$ cat config.mk
export PLATFORM = sky130hd
export DESIGN_NAME = timer_b_capture_registers
export DESIGN_NICKNAME = d
export VERILOG_FILES = /design/src/timer_b_pkg.sv /design/src/timer_b_capture_registers.sv
export SDC_FILE = /design/constraint.sdc
export NUM_CORES = 1
export LEC_CHECK = 0
export ABC_AREA = 1
export BUFFER_PORTS_ARGS = -buffer_cell sky130_fd_sc_hd__buf_2
export CORE_MARGIN = 2
export CORE_UTILIZATION = 55
export CTS_CLUSTER_SIZE = 24
export DETAILED_ROUTE_END_ITERATION = 10
export GPL_TIMING_DRIVEN = 0
export HOLD_SLACK_MARGIN = 0.08
export PLACE_DENSITY_LB_ADDON = 0.3
export SYNTH_ARGS = -nofsm -noshare
export SYNTH_HDL_FRONTEND = slang
export SYNTH_SLANG_ARGS = --single-unit
$ cat constraint.sdc
create_clock -name sys_clk_i -period 1.7 [get_ports sys_clk_i]
set_input_delay 0.34 -clock sys_clk_i [delete_from_list [all_inputs] [get_ports sys_clk_i]]
set_output_delay 0.34 -clock sys_clk_i [all_outputs]
set_load 0.01 [all_outputs]
$ cat src/timer_b_pkg.sv
// Purpose: shared constants and types for the timer_b capture/compare block
// Assumes: byte-wide register port on the peripheral clock
// Notes:   offsets are byte addresses on the register port
package timer_b_pkg;
  ////////////////////////////////////////////////////////////////////////////
  // register offsets (4-bit byte address space)
  localparam logic [3:0] OFS_EVENT_CTL  = 4'h4; // event_input_control
  localparam logic [3:0] OFS_IRQ_ENABLE = 4'h5; // irq_enable
  localparam logic [3:0] OFS_IRQ_FLAGS  = 4'h6; // irq_flags
  localparam logic [3:0] OFS_RUN_STATUS = 4'h7; // run_status
  localparam logic [3:0] OFS_DEBUG      = 4'h8; // debug_behaviour
  localparam logic [3:0] OFS_BYTE_LATCH = 4'h9; // byte_latch
  localparam logic [3:0] OFS_CNT_LOW    = 4'ha; // counter_value low byte
  localparam logic [3:0] OFS_CNT_HIGH   = 4'hb; // counter_value high byte
  localparam logic [3:0] OFS_CMP_LOW    = 4'hc; // compare_snapshot low byte
  localparam logic [3:0] OFS_CMP_HIGH   = 4'hd; // compare_snapshot high byte

  // field positions
  localparam int BIT_GATE = 0;  // event_input_gate in event_input_control
  localparam int BIT_EDGE = 4;  // edge select in event_input_control
  localparam int BIT_SNAP = 0;  // snapshot_irq in enable and flag registers
  localparam int BIT_RUN  = 0;  // running bit in run_status
  localparam int BIT_HOVR = 0;  // halt_override in debug_behaviour

  // reset values
  localparam logic [15:0] RST_WORD = 16'h0000;
  localparam logic [7:0]  RST_BYTE = 8'h00;

  // timer_mode_select encodings
  typedef enum logic [2:0] {
    MODE_PERIODIC = 3'h0,
    MODE_TIMEOUT  = 3'h1,
    MODE_CAPTURE  = 3'h2,
    MODE_FREQ     = 3'h3,
    MODE_PWIDTH   = 3'h4,
    MODE_FREQ_PW  = 3'h5,
    MODE_SINGLE   = 3'h6,
    MODE_PWM8     = 3'h7
  } mode_t;

  // phase of the combined frequency and pulse-width measurement
  typedef enum logic [1:0] {
    FP_IDLE,
    FP_COUNT,
    FP_CAPTURED
  } fp_phase_t;

  // one register port request
  typedef struct packed {
    logic       wr;    // write strobe
    logic       rd;    // read strobe
    logic [3:0] addr;  // byte address
    logic [7:0] wdata; // write data
  } bus_req_t;

  // whole state of the timer
  typedef struct packed {
    logic [15:0] cnt;        // counter_value
    logic [15:0] compare_snapshot;       // compare_snapshot
    logic [7:0]  temp;       // byte_latch
    logic        irq_en;     // snapshot_irq enable
    logic        flag;       // snapshot_irq flag
    logic        halt_ovr;   // halt_override
    logic        gate;       // event_input_gate
    logic        edge_sel;   // edge select
    logic        run;        // counter running
    fp_phase_t   phase;      // combined-mode phase
    logic        ev_prev;    // last event level for edge detection
    logic        snapshot_irq_pulse; // one-cycle capture event
    logic [7:0]  rdata;      // read data
  } state_t;
endpackage : timer_b_pkg
$ cat src/timer_b_capture_registers.sv
// Purpose: 16-bit capture/compare timer with event-driven modes and byte registers
// Assumes: event channel and register port run on sys_clk_i; ctrl fields arrive as inputs
// Notes:   read data appears one cycle after the read strobe
module timer_b_capture_registers (
  // clock and reset
  input  wire logic                  sys_clk_i,
  input  wire logic                  rst_i,
  // register port
  input  wire timer_b_pkg::bus_req_t bus_i,
  output logic [7:0]                 rdata_o,
  // static configuration and debug state
  input  wire timer_b_pkg::mode_t    mode_i,
  input  wire logic                  cpu_halted_i,
  // event channel
  input  wire logic                  event_i,
  output logic                       snapshot_irq_event_o,
  // interrupt and waveform
  output logic                       irq_o,
  output logic                       pwm_o
);
  timer_b_pkg::state_t q;        // registered state
  timer_b_pkg::state_t d;        // next state
  logic                halted;   // frozen by debug break
  logic                ev_rise;  // rising event edge
  logic                ev_fall;  // falling event edge
  logic                cap_edge; // active (capture/start) edge, qualified
  logic                opp_edge; // opposite edge, qualified
  logic                set_flag; // hardware sets the flag this cycle
  logic                clr_flag; // software clears the flag this cycle
  logic                top_hit;  // counter equals 16-bit top
  logic                cap_mode; // one of the capture modes

  ////////////////////////////////////////////////////////////////////////////
  // event qualification
  always_comb begin
    halted   = cpu_halted_i && !q.halt_ovr;
    ev_rise  = event_i && !q.ev_prev;
    ev_fall  = !event_i && q.ev_prev;
    // edge select swaps which polarity is the active one
    cap_edge = q.gate && !halted && (q.edge_sel ? ev_fall : ev_rise);
    opp_edge = q.gate && !halted && (q.edge_sel ? ev_rise : ev_fall);
    top_hit  = (q.cnt == q.compare_snapshot);
    cap_mode = (mode_i == timer_b_pkg::MODE_CAPTURE) || (mode_i == timer_b_pkg::MODE_FREQ) ||
               (mode_i == timer_b_pkg::MODE_PWIDTH) || (mode_i == timer_b_pkg::MODE_FREQ_PW);
  end

  ////////////////////////////////////////////////////////////////////////////
  // next state: counting engine first, then register port on top of it
  always_comb begin
    d            = q;
    d.ev_prev    = event_i;
    set_flag     = 1'b0;
    clr_flag     = 1'b0;
    // while halted nothing moves; the edge history still follows the input
    if (!halted) begin
      case (mode_i)
        timer_b_pkg::MODE_PERIODIC: begin
          d.run = 1'b1;
          if (top_hit) begin
            set_flag = 1'b1;
            d.cnt    = timer_b_pkg::RST_WORD;
          end else begin
            d.cnt = q.cnt + 16'h0001;
          end
        end
        timer_b_pkg::MODE_TIMEOUT: begin
          // stop edge is checked last so a tie leaves the counter stopped
          if (cap_edge) d.run = 1'b1;
          if (opp_edge) d.run = 1'b0;
          if (q.run) begin
            if (top_hit) begin
              set_flag = 1'b1;
              d.cnt    = timer_b_pkg::RST_WORD;
            end else begin
              d.cnt = q.cnt + 16'h0001;
            end
          end
        end
        timer_b_pkg::MODE_CAPTURE: begin
          d.run = 1'b1;
          d.cnt = q.cnt + 16'h0001;
          if (cap_edge) begin
            d.compare_snapshot   = q.cnt;
            set_flag = 1'b1;
          end
        end
        timer_b_pkg::MODE_FREQ: begin
          d.run = 1'b1;
          if (cap_edge) begin
            d.compare_snapshot   = q.cnt;
            d.cnt    = timer_b_pkg::RST_WORD;
            set_flag = 1'b1;
          end else begin
            d.cnt = q.cnt + 16'h0001;
          end
        end
        timer_b_pkg::MODE_PWIDTH: begin
          d.run = 1'b1;
          // start-polarity edge restarts the count, the other edge captures it
          if (cap_edge) begin
            d.cnt = timer_b_pkg::RST_WORD;
          end else begin
            d.cnt = q.cnt + 16'h0001;
          end
          if (opp_edge) begin
            d.compare_snapshot   = q.cnt;
            set_flag = 1'b1;
          end
        end
        timer_b_pkg::MODE_FREQ_PW: begin
          if (q.run) d.cnt = q.cnt + 16'h0001;
          case (q.phase)
            timer_b_pkg::FP_IDLE: begin
              if (cap_edge) begin
                d.cnt   = timer_b_pkg::RST_WORD;
                d.run   = 1'b1;
                d.phase = timer_b_pkg::FP_COUNT;
              end
            end
            timer_b_pkg::FP_COUNT: begin
              if (opp_edge) begin
                d.compare_snapshot  = q.cnt;
                d.phase = timer_b_pkg::FP_CAPTURED;
              end
            end
            timer_b_pkg::FP_CAPTURED: begin
              if (cap_edge) begin
                d.run    = 1'b0;
                d.cnt    = q.cnt;
                set_flag = 1'b1;
                d.phase  = timer_b_pkg::FP_IDLE;
              end
            end
            default: d.phase = timer_b_pkg::FP_IDLE;
          endcase
        end
        timer_b_pkg::MODE_SINGLE: begin
          if (q.run) begin
            if (top_hit) begin
              set_flag = 1'b1;
              d.run    = 1'b0;
              d.cnt    = timer_b_pkg::RST_WORD;
            end else begin
              d.cnt = q.cnt + 16'h0001;
            end
          end else if (cap_edge) begin
            d.run = 1'b1;
          end
        end
        timer_b_pkg::MODE_PWM8: begin
          // events are ignored here; only the low byte counts
          d.run = 1'b1;
          if (q.cnt[7:0] == q.compare_snapshot[7:0]) begin
            set_flag = 1'b1;
            d.cnt    = timer_b_pkg::RST_WORD;
          end else begin
            d.cnt = {8'h00, q.cnt[7:0] + 8'h01};
          end
        end
        default: d.run = 1'b0;
      endcase
      if (mode_i != timer_b_pkg::MODE_FREQ_PW) d.phase = timer_b_pkg::FP_IDLE;
    end

    // register port writes; they come after the engine so they win
    if (bus_i.wr) begin
      case (bus_i.addr)
        timer_b_pkg::OFS_EVENT_CTL: begin
          d.gate     = bus_i.wdata[timer_b_pkg::BIT_GATE];
          d.edge_sel = bus_i.wdata[timer_b_pkg::BIT_EDGE];
        end
        timer_b_pkg::OFS_IRQ_ENABLE: d.irq_en = bus_i.wdata[timer_b_pkg::BIT_SNAP];
        timer_b_pkg::OFS_IRQ_FLAGS:  clr_flag = bus_i.wdata[timer_b_pkg::BIT_SNAP];
        timer_b_pkg::OFS_DEBUG:      d.halt_ovr = bus_i.wdata[timer_b_pkg::BIT_HOVR];
        timer_b_pkg::OFS_BYTE_LATCH: d.temp = bus_i.wdata;
        timer_b_pkg::OFS_CNT_LOW:    d.temp = bus_i.wdata;
        timer_b_pkg::OFS_CNT_HIGH:   d.cnt = {bus_i.wdata, q.temp};
        timer_b_pkg::OFS_CMP_LOW: begin
          // pwm8 bytes are independent, so no latching there
          if (mode_i == timer_b_pkg::MODE_PWM8) d.compare_snapshot[7:0] = bus_i.wdata;
          else d.temp = bus_i.wdata;
        end
        timer_b_pkg::OFS_CMP_HIGH: begin
          if (mode_i == timer_b_pkg::MODE_PWM8) d.compare_snapshot[15:8] = bus_i.wdata;
          else d.compare_snapshot = {bus_i.wdata, q.temp};
        end
        default: d.temp = q.temp; // status and unmapped writes are dropped
      endcase
    end

    // register port reads; a low byte read parks the high byte in the latch, except a compare read in pwm8
    d.rdata = timer_b_pkg::RST_BYTE;
    if (bus_i.rd) begin
      case (bus_i.addr)
        timer_b_pkg::OFS_EVENT_CTL: begin
          d.rdata[timer_b_pkg::BIT_GATE] = q.gate;
          d.rdata[timer_b_pkg::BIT_EDGE] = q.edge_sel;
        end
        timer_b_pkg::OFS_IRQ_ENABLE: d.rdata[timer_b_pkg::BIT_SNAP] = q.irq_en;
        timer_b_pkg::OFS_IRQ_FLAGS:  d.rdata[timer_b_pkg::BIT_SNAP] = q.flag;
        timer_b_pkg::OFS_RUN_STATUS: d.rdata[timer_b_pkg::BIT_RUN]  = q.run;
        timer_b_pkg::OFS_DEBUG:      d.rdata[timer_b_pkg::BIT_HOVR] = q.halt_ovr;
        timer_b_pkg::OFS_BYTE_LATCH: d.rdata = q.temp;
        timer_b_pkg::OFS_CNT_LOW: begin
          d.rdata = q.cnt[7:0];
          if (!bus_i.wr) d.temp = q.cnt[15:8];
        end
        timer_b_pkg::OFS_CNT_HIGH: d.rdata = q.temp;
        timer_b_pkg::OFS_CMP_LOW: begin
          d.rdata = q.compare_snapshot[7:0];
          if (mode_i != timer_b_pkg::MODE_PWM8 && !bus_i.wr) d.temp = q.compare_snapshot[15:8];
          if (cap_mode) clr_flag = 1'b1;
        end
        timer_b_pkg::OFS_CMP_HIGH: begin
          d.rdata = (mode_i == timer_b_pkg::MODE_PWM8) ? q.compare_snapshot[15:8] : q.temp;
        end
        default: d.rdata = timer_b_pkg::RST_BYTE; // unmapped reads as zero
      endcase
    end

    // a set in the same cycle as a clear is kept
    d.flag       = (q.flag && !clr_flag) || set_flag;
    d.snapshot_irq_pulse = set_flag;
  end

  ////////////////////////////////////////////////////////////////////////////
  // state register
  always_ff @(posedge sys_clk_i) begin
    if (rst_i) begin
      q <= '0;
    end else begin
      q <= d;
    end
  end

  ////////////////////////////////////////////////////////////////////////////
  // outputs
  assign rdata_o      = q.rdata;
  assign snapshot_irq_event_o = q.snapshot_irq_pulse;
  assign irq_o        = q.flag && q.irq_en;
  assign pwm_o        = (mode_i == timer_b_pkg::MODE_PWM8) && q.run &&
                        (q.cnt[7:0] < q.compare_snapshot[15:8]);
endmodule // timer_b_capture_registers

* Word level (Yosys, flattened, before mapping)
Index checks and enable logic that the tools add are counted.
W data, S select, Z words.
** Cells by class
- Reductions and logical operators :: 36
- $lt $le $gt $ge :: 1
- Equality and inequality tests :: 30
- Bitwise logic cells :: 2
- Muxes and demuxes :: 59
- $add $sub $neg :: 2
** Operators by type and width (number)
- $mux W16 :: 10
- $pmux W16 S6 :: 1
- $mux W8 :: 9
- $pmux W16 S3 :: 1
- $pmux W8 S2 :: 3
- $mux W41 :: 1
- $mux W32 :: 1
- $pmux W16 S2 :: 1
- $eq A4 B4 Y1 const B :: 6
- $ne A3 B3 Y1 const B :: 8
- $pmux W3 S4 :: 2
- $mux W1 :: 19
- $add A16 B1 Y16 const B :: 1
- $eq A16 B16 Y1 :: 1
- $eq A4 B3 Y1 const B :: 4
- $eq A3 B3 Y1 const B :: 4
- $reduce_or A2 Y1 :: 6
- $logic_and A1 B1 Y1 :: 11
- $reduce_and A5 Y1 :: 2
- $pmux W1 S9 :: 1
- $add A8 B1 Y8 const B :: 1
- $eq A8 B8 Y1 :: 1
- $lt A8 B8 Y1 :: 1
- $eq A3 B2 Y1 const B :: 2
- 19 further kinds :: 33
** Word-level totals
- Register bits after elaboration :: 58

* Logic depth before layout (Yosys ltp)
Gate-level depths: netlist of run 1.
- Depth in word-level cells :: 15
- Gate-level depth with buffers :: 15

* Least setup slack after synthesis of run 1
No wires, ideal clock.
- Path kind :: register to register
- Start point :: register q[43] in the netlist's numbering
- End point :: register q[52] in the netlist's numbering
- Setup slack :: -0.028 ns
- Cell stages (with the launch flop) :: 12
- Data arrival time :: 1.608 ns
- Data required time :: 1.581 ns
- Cell sequence :: dfxtp_1 ha_1 nand2_1 nor2_1 nand2_1 nor2_1 xor2_1 or2_2 nand3_1 nand3_1 nand2_1 a21oi_1
** On the way
- Cells in the longest elaborated chain, start to end :: 8
** Ends and longest elaborated chain
- start: declaration :: line timer_b_capture_registers.sv:21 : timer_b_pkg::state_t q;
- start signal: assignment :: line timer_b_capture_registers.sv:230 : q <= '0;
- start signal: assignment :: line timer_b_capture_registers.sv:232 : q <= d;
- $add A16 B1 Y16
- $mux W16 :: line timer_b_capture_registers.sv:111 : if (q.run) d.cnt = q.cnt + 16'h0001;
- $mux W16, on equally long branches :: line timer_b_capture_registers.sv:127, timer_b_capture_registers.sv:114
- $pmux W16 S2 :: line timer_b_capture_registers.sv:112 : case (q.phase)
- $pmux W16 S6 (*) :: line timer_b_capture_registers.sv:56 : case (mode_i)
- $mux W32 (*) :: line timer_b_capture_registers.sv:55 : if (!halted) begin
- $mux W16 :: line timer_b_capture_registers.sv:167 : case (bus_i.addr)
- $mux W41 (*) :: line timer_b_capture_registers.sv:166 : if (bus_i.wr) begin
Mark *: on every way between the ends. The rest lies on a longest branch, timed or not.
A chain may end at the register's enable or synchronous reset.

* Final worst setup path of run 1
- Start point :: register q[12] in the netlist's numbering
- End point :: output pwm_o
** On the way
- Cells in the longest elaborated chain, start to end :: 2
** Ends and longest elaborated chain
- $logic_and A1 B1 Y1 (2 in a row) :: line timer_b_capture_registers.sv:241 : assign pwm_o = (mode_i == timer_b_pkg::MODE_PWM8) && q.run &&
- end: declaration :: line timer_b_capture_registers.sv:19 : output logic pwm_o
Every way passes these cells.

==> flow_summary_export.csv, run 1 <==
group,metric,value,unit
status,status,"finished with violations",
status,violations,"negative setup slack",
route,vias,6818,
timing,slew_violations,0,
placed_design,gp_congestion,1.042,
global_routing,grt_antenna_before_repair,0,
floorplan,die_w,100.7,um
route,drc,0,
hold_path,hold_start,"event_i",
power,p_leak,2.870,nW
clock_tree,cts_buffers,9,
floorplan,dieArea,10140,sq um
timing,fin_ws,-0.5466,ns
clock_tree,cts_tree,"yes",
floorplan,rows,35,
timing,rsz0062_at_grt,"yes",
worst_setup_path,required,1.36,ns
logic_synthesis,ys_seq_area_frac,0.2257,
route,routed_via_density,6.284,
logic_synthesis,syn_inst,889,
finish,diodes,0,
finish,multiInputGateArea,3807,sq um
finish,final_cell_mix,"nand2_1, inv_1, a21oi_1",
route,post_drt_wl_per_cell,19.26,um
worst_setup_path,cp_max_fo,10,
worst_setup_path,reg2reg_depth,13,
finish,final_area,6566,sq um
timing,max_slew_margin,0.5282,
finish,final_common_cell,"nand2_1",
power,powerDensity,633.1,nW/um^2
placed_design,place_area,5433,sq um
timing,hold_viol,0,
logic_synthesis,netlist.area_leader.share,0.2257,
logic_synthesis,ys_types,49,
worst_setup_path,crit-reg2reg-launch,"q[38]",
placed_design,hpwl,13430,um
timing,tightest_slew,0.7050,ns
hold_path,hold_end,"q[9]",
route,ant_nets,0,
global_routing,groute.usage.overall,0.3898,
logic_synthesis,synthArstFlopShare,0,
logic_synthesis,syn_nets,918,
clock_tree,h-tree-depth,3,
route,routed_wl,20890,um
timing,whs,0.2381,ns
clock_tree,cts-root-buf,"clkbuf_8",
clock_tree,ctsLongestPathBuffers,2,
global_routing,overflow,0,
route,drt_iter0_markers,933,
timing,fmaxAchievable,0.4451,GHz
floorplan,start_util,0.5620,
worst_setup_path,startpoint_type,"register",
finish,final_core_util,0.7174,
floorplan,die_h,100.7,um
finish,fillers,740,
worst_setup_path,crit_path_top_delay_cell,"a2111o_1",
worst_setup_path,worstReg2RegEnd,"q[42]",
timing,setup_viol,21,
global_routing,grt_max_degree,11,
finish,area_delta_synth_final,27.66,%
timing,fin_skew,0.009004,ns
worst_setup_path,crit_path_end_kind,"output port",
clock_tree,cts_sinks,58,
worst_setup_path,reg2reg_slack,-0.35,ns
hold_path,whs_path_depth,3,
clock_tree,cts_hold_buf,0,
placed_design,portBuffers,28,
route,firstDrtPassIters,7,
worst_setup_path,worstPathArrival,1.91,ns
floorplan,core_area,9153,sq um
logic_synthesis,synthFlopType,"dfxtp_1",
logic_synthesis,synth_edf_count,0,
logic_synthesis,ys_ff_latch,58,
worst_setup_path,path_cells,"inv_2 > clkbuf_4 > a2111o_1 > a31oi_4 > buf_6",
logic_synthesis,ys_top_cells_by_area,"dfxtp_1, nand2_1, a21oi_1",
timing,finalCritPeriodShare,1.322,
worst_setup_path,crit_type,"register to output port",
finish,nets,1000,
finish,regArea,1189,sq um
logic_synthesis,yosys_warnings,0,
logic_synthesis,syn_avg_cell_area,5.786,sq um
clock_tree,path_clk_slew,0.07,ns
floorplan,ios,32,
clock_tree,clkLatencyLatePin,0.36,ns
global_routing,grt_pass1_vias,5963,
logic_synthesis,synth_largest_area_cell,"dfxtp_1",
power,ir_worst_vdd,0.5423,mV
timing,min_period,2.247,ns
worst_setup_path,cpPeakStageDelay,0.46,ns
global_routing,grt_pass1_wl,30530,um
logic_synthesis,syn_area,5144,sq um
finish,drive_gt1_frac,0.2813,
hold_path,hold_class,"input port to register",
run,maxCapViolations,0,
==> cells by family after synthesis <==
group / after synthesis / share of synthesized area
compound gates: 230 / 0.2527
xor+xnor: 13 / 0.02214
fa+ha+maj: 8 / 0.01946
buf+inv: 150 / 0.1241
flops: 58 / 0.2257
simple gates: 430 / 0.3559
==> power by group <==
group,internal (mW),leakage [nW],switching (mW),total (mW)
Clock,0.736,0.101,0.617,1.35
Sequential,1.41,0.479,0.0647,1.48
Combinational,0.477,2.29,0.850,1.33
==> metal layers <==
layer / part of all wire / track usage / up-vias / wire, um
li1: - / - / 3110 / -
met1: 0.37 / 0.5137 / 2992 / 7742
met2: 0.42 / 0.5805 / 556 / 8869
met3: 0.12 / 0.07074 / 160 / 2516
met4: 0.084 / 0.2561 / 0 / 1764
met5: 0 / 0.005128 / - / 0
==> state kept, by name, indices dropped and copies added, names as in the netlist <==
| signal | flops |
|---|---|
| q | 49 |
| rdata_o | 8 |
| snapshot_irq_event_o | 1 |
==> stage by stage <==
step	std cells	total power [mW]	TNS (ns)	setup WS (ns)
after global routing	1085	4.287	-8.235	-0.5554
after detailed placement	1028	2.387	-23.57	-0.6439
after floorplan	889	2.116	0	0.004853
after global placement	1028	2.381	-23.08	-0.6341
after CTS	1072	3.923	-3.352	-0.5059
final	1085	4.157	-6.024	-0.5466
==> cell type report <==
type	instances	share of cell area
repair buffers	72	0.07660
inverters	100	0.06098
clock buffers	11	0.02306
multi-input cells	682	0.5798
plain buffers	48	0.05126
clock inverters	3	0.006098
flip-flops and latches	58	0.1810
well taps	111	0.02115
==> how the worst max path moves through the flow <==
stage / slack, ns / endpoint / startpoint / cells after the start
after floorplan: 0.005 / q[43] / q[49] / 15
after global placement: -0.63 / q[46] / cpu_halted_i / 12
after detailed placement: -0.64 / q[18] / bus_i[10] / 11
after CTS: -0.51 / pwm_o / q[35] / 9
after global routing: -0.56 / pwm_o / q[41] / 5
final: -0.55 / pwm_o / q[12] / 5
==> cell usage after synthesis (8+ instances only) <==
master    count
inv_1        94
buf_4        12
ha_1          8
clkbuf_1     18
nor3_1       12
buf_2        17
xor2_1       12
nand4_1      11
o21ai_1      16
nor2_1       74
o21ai_0      81
a21oi_1      83
nand2_1     250
o211ai_1     11
nand3_1      59
nand2_2      12
dfxtp_1      58
==> critical path: cells and delay by family (launching register included) <==
kind,cells,cell delay (ns)
compound gates,2,0.65
buf+inv,3,0.47
flops,1,0.42
==> timing repair <==
action                     CTS  global route
gates resized for setup    114            97
setup endpoints to repair   51            50
gates cloned                 1             0
setup buffers               29            15
pin swaps                   36            30
No activity file was read; power rests on OpenSTA's default activity.
==> run 2, diff against run 1 <==
==> constraint.sdc (replaced) <==
create_clock -name sys_clk_i -period 2.35 [get_ports sys_clk_i]
set_input_delay 0.47 -clock sys_clk_i [delete_from_list [all_inputs] [get_ports sys_clk_i]]
set_output_delay 0.47 -clock sys_clk_i [all_outputs]
set_load 0.01 [all_outputs]
==> flow_summary_export.csv, run 2 (same netlist as run 1, synthesis figures left out) <==
group,metric,value,unit
timing,setup_viol,0,
power,pwr-share-seq,0.393,
worst_setup_path,crit_path_end_kind,"output port",
timing,tightest_slew,0.6444,ns
floorplan,die_w,100.7,um
clock_tree,h-tree-depth,3,
clock_tree,cts_hold_buf,0,
placed_design,portBuffers,28,
run,maxCapViolations,0,
power,ir_worst_vdd,0.2949,mV
global_routing,overflow,0,
timing,fin_skew,0.01205,ns
power,pwr-share-comb,0.260,
worst_setup_path,crit_type,"register to output port",
route,vias,6278,
route,routed_wl,18030,um
route,firstDrtPassIters,6,
worst_setup_path,reg2reg_depth,15,
hold_path,whs_path_depth,3,
worst_setup_path,path_cells,"inv_1 > ha_1 > a2111o_1 > a31oi_1 > buf_2",
hold_path,hold_start,"event_i",
timing,finalCritPeriodShare,0.9874,
placed_design,hpwl,13420,um
power,p_sw,978.5,uW
floorplan,ios,32,
status,status,"complete, no violations",
timing,max_slew_margin,0.5688,
timing,slew_violations,0,
route,routed_via_density,6.013,
worst_setup_path,worstReg2RegEnd,"q[43]",
route,post_drt_wl_per_cell,17.27,um
route,drt_iter0_markers,752,
global_routing,grt_antenna_before_repair,0,
route,ant_nets,0,
clock_tree,path_clk_slew,0.08,ns
floorplan,start_util,0.5620,
hold_path,hold_end,"q[9]",
clock_tree,cts_buffers,9,
floorplan,dieArea,10140,sq um
floorplan,core_area,9153,sq um
global_routing,grt_pass1_wl,28280,um
clock_tree,cts_setup_buffers,0,
finish,nets,957,
finish,largest_register_ff_count,49,
timing,whs,0.3622,ns
power,p_leak,2.503,nW
global_routing,grt_pass1_vias,5501,
power,p_int,1.716,mW
finish,drive_gt1_frac,0.1340,
finish,final_cell_mix,"nand2_1, inv_1, a21oi_1",
worst_setup_path,required,1.88,ns
route,dr_wl_met2,7797,um
timing,rsz0062_at_grt,"yes",
timing,min_period,2.320,ns
placed_design,dp.cells,1028,
route,top_layer,"met4",
power,power_frac_clock,0.347,
global_routing,grt_max_degree,11,
placed_design,gp_congestion,1.030,
clock_tree,ctsLongestPathBuffers,2,
floorplan,rows,35,
hold_path,hold_class,"input port to register",
finish,regMostFlops,"q",
clock_tree,clkLatencyLatePin,0.35,ns
timing,hold_viol,0,
finish,area_delta_synth_final,10.41,%
worst_setup_path,reg2reg_slack,0.13,ns
finish,final_core_util,0.6205,
power,powerDensity,474.5,nW/um^2
clock_tree,cts-root-buf,"clkbuf_8",
finish,fin_cells,1044,
route,drc,0,
finish,final_common_cell,"nand2_1",
power,swShare,0.3631,
worst_setup_path,crit-reg2reg-launch,"q[49]",
timing,fmaxAchievable,0.4310,GHz
route,route.met3.wl,2101,um
global_routing,groute.usage.overall,0.3588,
worst_setup_path,crit_path_top_delay_cell,"dfxtp_1",
floorplan,die_h,100.7,um
worst_setup_path,cpPeakStageDelay,0.40,ns
route,m1WireLength,7266,um
worst_setup_path,startpoint_type,"register",
clock_tree,cts_tree,"yes",
worst_setup_path,worstPathArrival,1.85,ns
clock_tree,cts_sinks,58,
finish,diodes,0,
worst_setup_path,cp_max_fo,4,
-- run 2: cell types whose count changed in the layout (fill, tap and decap cells not counted), sizes merged --
cell / previous run / this run
buf: 103 / 58
clkinv: 2 / 5
clkinvlp: 4 / 1
inv: 96 / 99
clkbuf: 28 / 30
nand2: 264 / 263
-- run 2: timing repair --
| action | in CTS | in global routing |
|---|---|---|
| hold endpoints to repair | 0 | 0 |
| resized for setup | 9 | 15 |
| pin swaps | 3 | 4 |
| endpoints found under the setup margin | 1 | 16 |
-- run 2: final cells by class --
cell class,count,area [sq um]
tap,111,138.9
buffer,50,271.5
timing repair buffer,28,140.1
clock buffer,10,127.6
clock inverter,6,57.56
inverter,100,377.9
fill,904,3473
multi-input combinational,681,3400
sequential,58,1166
-- run 2: power groups by stage --
stage | Clock (mW) | Sequential, mW | Combinational, mW
5_1_grt | 0.967 | 1.06 | 0.770
3_5_place_dp | 0 | 1.08 | 0.645
4_1_cts | 0.925 | 1.05 | 0.653
6_report | 0.935 | 1.06 | 0.700
3_3_place_gp | 0 | 1.08 | 0.638
2_1_floorplan | 0 | 1.06 | 0.463
-- run 2: per-stage QoR --
stage | total power, mW | area (sq um) | worst slack, ns | TNS, ns
after global placement | 1.713 | 5423 | -0.08712 | -0.08712
after CTS | 2.633 | 5629 | 0.01219 | 0
after floorplan | 1.525 | 5144 | 0.5111 | 0
after global routing | 2.798 | 5679 | -0.001160 | -0.002861
after detailed placement | 1.721 | 5423 | -0.06776 | -0.06776
final | 2.695 | 5679 | 0.02966 | 0
-- run 2: worst max path at each step --
| stage | start | endpoint | slack, ns | cells after the start |
|---|---|---|---|---|
| 6_report | q[40] | pwm_o | 0.03 | 5 |
| 5_1_grt | q[35] | pwm_o | -0.001 | 9 |
| 4_1_cts | q[42] | pwm_o | 0.01 | 9 |
| 3_5_place_dp | cpu_halted_i | q[46] | -0.07 | 12 |
| 3_3_place_gp | cpu_halted_i | q[46] | -0.09 | 12 |
| 2_1_floorplan | mode_i[2] | q[25] | 0.51 | 12 |
-- run 2: worst max-delay path: cells and delay by family (launching register included) --
family | cells | cell delay, ns
AOI/OAI and AO/OA | 2 | 0.57
DFF | 1 | 0.40
buffers and inverters | 2 | 0.30
adders and majority gates | 1 | 0.22
-- run 2: metal layers --
| layer | track usage | up-vias |
|---|---|---|
| li1 | - | 3010 |
| met2 | 0.5405 | 440 |
| met4 | 0.1886 | 0 |
| met5 | 0 | - |
| met1 | 0.4951 | 2756 |
| met3 | 0.05270 | 72 |
==> run 3, diff against run 2 <==
--- a/config.mk
+++ b/config.mk
@@ -7,8 +7,10 @@
 export LEC_CHECK = 0
 export ABC_AREA = 1
 export BUFFER_PORTS_ARGS = -buffer_cell sky130_fd_sc_hd__buf_2
+export CELL_PAD_IN_SITES_DETAIL_PLACEMENT = 2
+export CELL_PAD_IN_SITES_GLOBAL_PLACEMENT = 2
 export CORE_MARGIN = 2
-export CORE_UTILIZATION = 55
+export CORE_UTILIZATION = 33
 export CTS_CLUSTER_SIZE = 24
 export DETAILED_ROUTE_END_ITERATION = 10
 export GPL_TIMING_DRIVEN = 0
==> flow_summary_export.csv, run 3 (same netlist as run 1, synthesis figures left out) <==
group,metric,value,unit
worst_setup_path,crit_type,"register to register",
placed_design,portBuffers,28,
power,ir_worst_vdd,0.5321,mV
clock_tree,h-tree-depth,3,
route,post_drt_wl_per_cell,26.08,um
placed_design,place_ws,-0.4191,ns
global_routing,grt_max_degree,11,
clock_tree,clkLatencyLatePin,0.35,ns
timing,finalCritPeriodShare,1.062,
timing,slew_violations,0,
clock_tree,path_clk_slew,0.06,ns
timing,fin_ws,-0.1462,ns
worst_setup_path,crit-reg2reg-launch,"q[49]",
finish,nets,971,
worst_setup_path,worstPathArrival,2.71,ns
placed_design,place_area,5519,sq um
route,drc,0,
timing,rsz0062_at_grt,"yes",
route,routed_wl,29580,um
finish,largest_register_ff_count,49,
floorplan,core_area,15200,sq um
timing,hold_viol,0,
global_routing,grt_antenna_before_repair,0,
finish,regMostFlops,"q",
floorplan,start_util,0.3384,
global_routing,grt_pass1_vias,6895,
floorplan,dieArea,16600,sq um
clock_tree,cts_hold_buf,0,
floorplan,ios,32,
clock_tree,cts-root-buf,"clkbuf_16",
worst_setup_path,worstReg2RegEnd,"q[49]",
floorplan,die_h,128.8,um
route,firstDrtPassIters,4,
finish,final_cell_mix,"nand2_1, inv_1, a21oi_1",
route,routed_via_density,6.061,
run,maxCapViolations,0,
worst_setup_path,reg2reg_depth,16,
finish,area_delta_synth_final,19.31,%
clock_tree,cts_tree,"yes",
route,vias,6873,
placed_design,hpwl,18860,um
floorplan,die_w,128.8,um
hold_path,hold_class,"input port to register",
status,violations,"negative setup slack",
floorplan,rows,45,
worst_setup_path,reg2reg_slack,-0.15,ns
power,total_power,3.408,mW
power,powerDensity,555.3,nW/um^2
finish,diodes,0,
route,drt_iter0_markers,544,
finish,fillers,1899,
finish,final_area,6137,sq um
finish,final_common_cell,"nand2_1",
global_routing,overflow,0,
clock_tree,cts_sinks,58,
worst_setup_path,cp-endpoint,"q[49]",
hold_path,hold_start,"event_i",
worst_setup_path,startpoint_type,"register",
timing,fin_skew,0.01026,ns
timing,tightest_slew,0.8301,ns
timing,setup_viol,14,
worst_setup_path,crit_path_end_kind,"register",
worst_setup_path,crit_start,"q[49]",
finish,drive_gt1_frac,0.1797,
clock_tree,cts_buffers,9,
timing,fmaxAchievable,0.4006,GHz
worst_setup_path,required,2.57,ns
worst_setup_path,cp_max_fo,8,
status,status,"finished with violations",
power,p_leak,2.654,nW
placed_design,gp_congestion,0.9477,
global_routing,groute.usage.overall,0.3168,
clock_tree,ctsLongestPathBuffers,2,
timing,max_slew_margin,0.4446,
timing,min_period,2.496,ns
route,ant_nets,0,
global_routing,grt_pass1_wl,39830,um
[run 3: final cells by class]
type / count / area [sq um] / share of cell area
Sequential cell: 58 / 1174 / 0.1912
Clock inverter: 2 / 35.03 / 0.005708
Multi-Input combinational cell: 681 / 3475 / 0.5662
Timing Repair Buffer: 42 / 259.0 / 0.04220
Clock buffer: 13 / 270.3 / 0.04404
Buffer: 50 / 294.0 / 0.04791
Inverter: 100 / 395.4 / 0.06442
Tap cell: 188 / 235.2 / 0.03833
[run 3: metal layers]
| layer | vias up | global-route usage | part of all wire |
|---|---|---|---|
| met2 | 274 | 0.5412 | 0.47 |
| met5 | - | 0 | 0 |
| met3 | 97 | 0.04283 | 0.052 |
| met4 | 0 | 0.1260 | 0.055 |
| met1 | 3457 | 0.4037 | 0.42 |
| li1 | 3045 | - | - |
[run 3: worst min-delay path by stage]
stage,endpoint,slack [ns],depth (start not counted)
detailed placement,q[17],0.47,2
CTS,q[9],0.38,3
global placement,q[17],0.47,2
global route,q[9],0.44,3
finish,q[9],0.40,3
floorplan,q[14],0.44,2
[run 3: critical path, stage by stage, from the launching register on]
cell and delay [ns]:
dfxtp_1 0.38, buf_6 0.17, inv_1 0.12, nand2_1 0.10, nand2_1 0.05, nor2_1 0.17
nand2_2 0.10, nor2_4 0.25, buf_4 0.16, buf_4 0.09, nor2_1 0.05, nor2_2 0.13
nand2_1 0.08, a21oi_1 0.17, nand2_1 0.12, nand2_1 0.14, a21oi_1 0.08
[run 3: per-stage QoR]
step	setup TNS (ns)	hold WS, ns	instances	util
after floorplan	0	0.4449	889	-
after global placement	-2.663	0.4741	1105	0.3630
after detailed placement	-3.619	0.4727	1105	0.3630
after CTS	-0.01161	0.3820	1124	0.3901
after global routing	-2.727	0.4389	1134	0.4037
final	-0.7945	0.4019	1134	0.4037
[run 3: power by group]
part | leakage (nW) | internal, mW | switching, mW
sequential | 0.475 | 1.02 | 0.0501
clock | 0.152 | 0.902 | 0.543
combinational | 2.03 | 0.259 | 0.632
total | 2.65 | 2.18 | 1.23
[run 3: what timing repair did]
item                                    in CTS  in global routing
pin swaps                                    5                  7
buffers inserted                             4                 10
endpoints found under the setup margin      18                 41
resized for setup                           32                 45
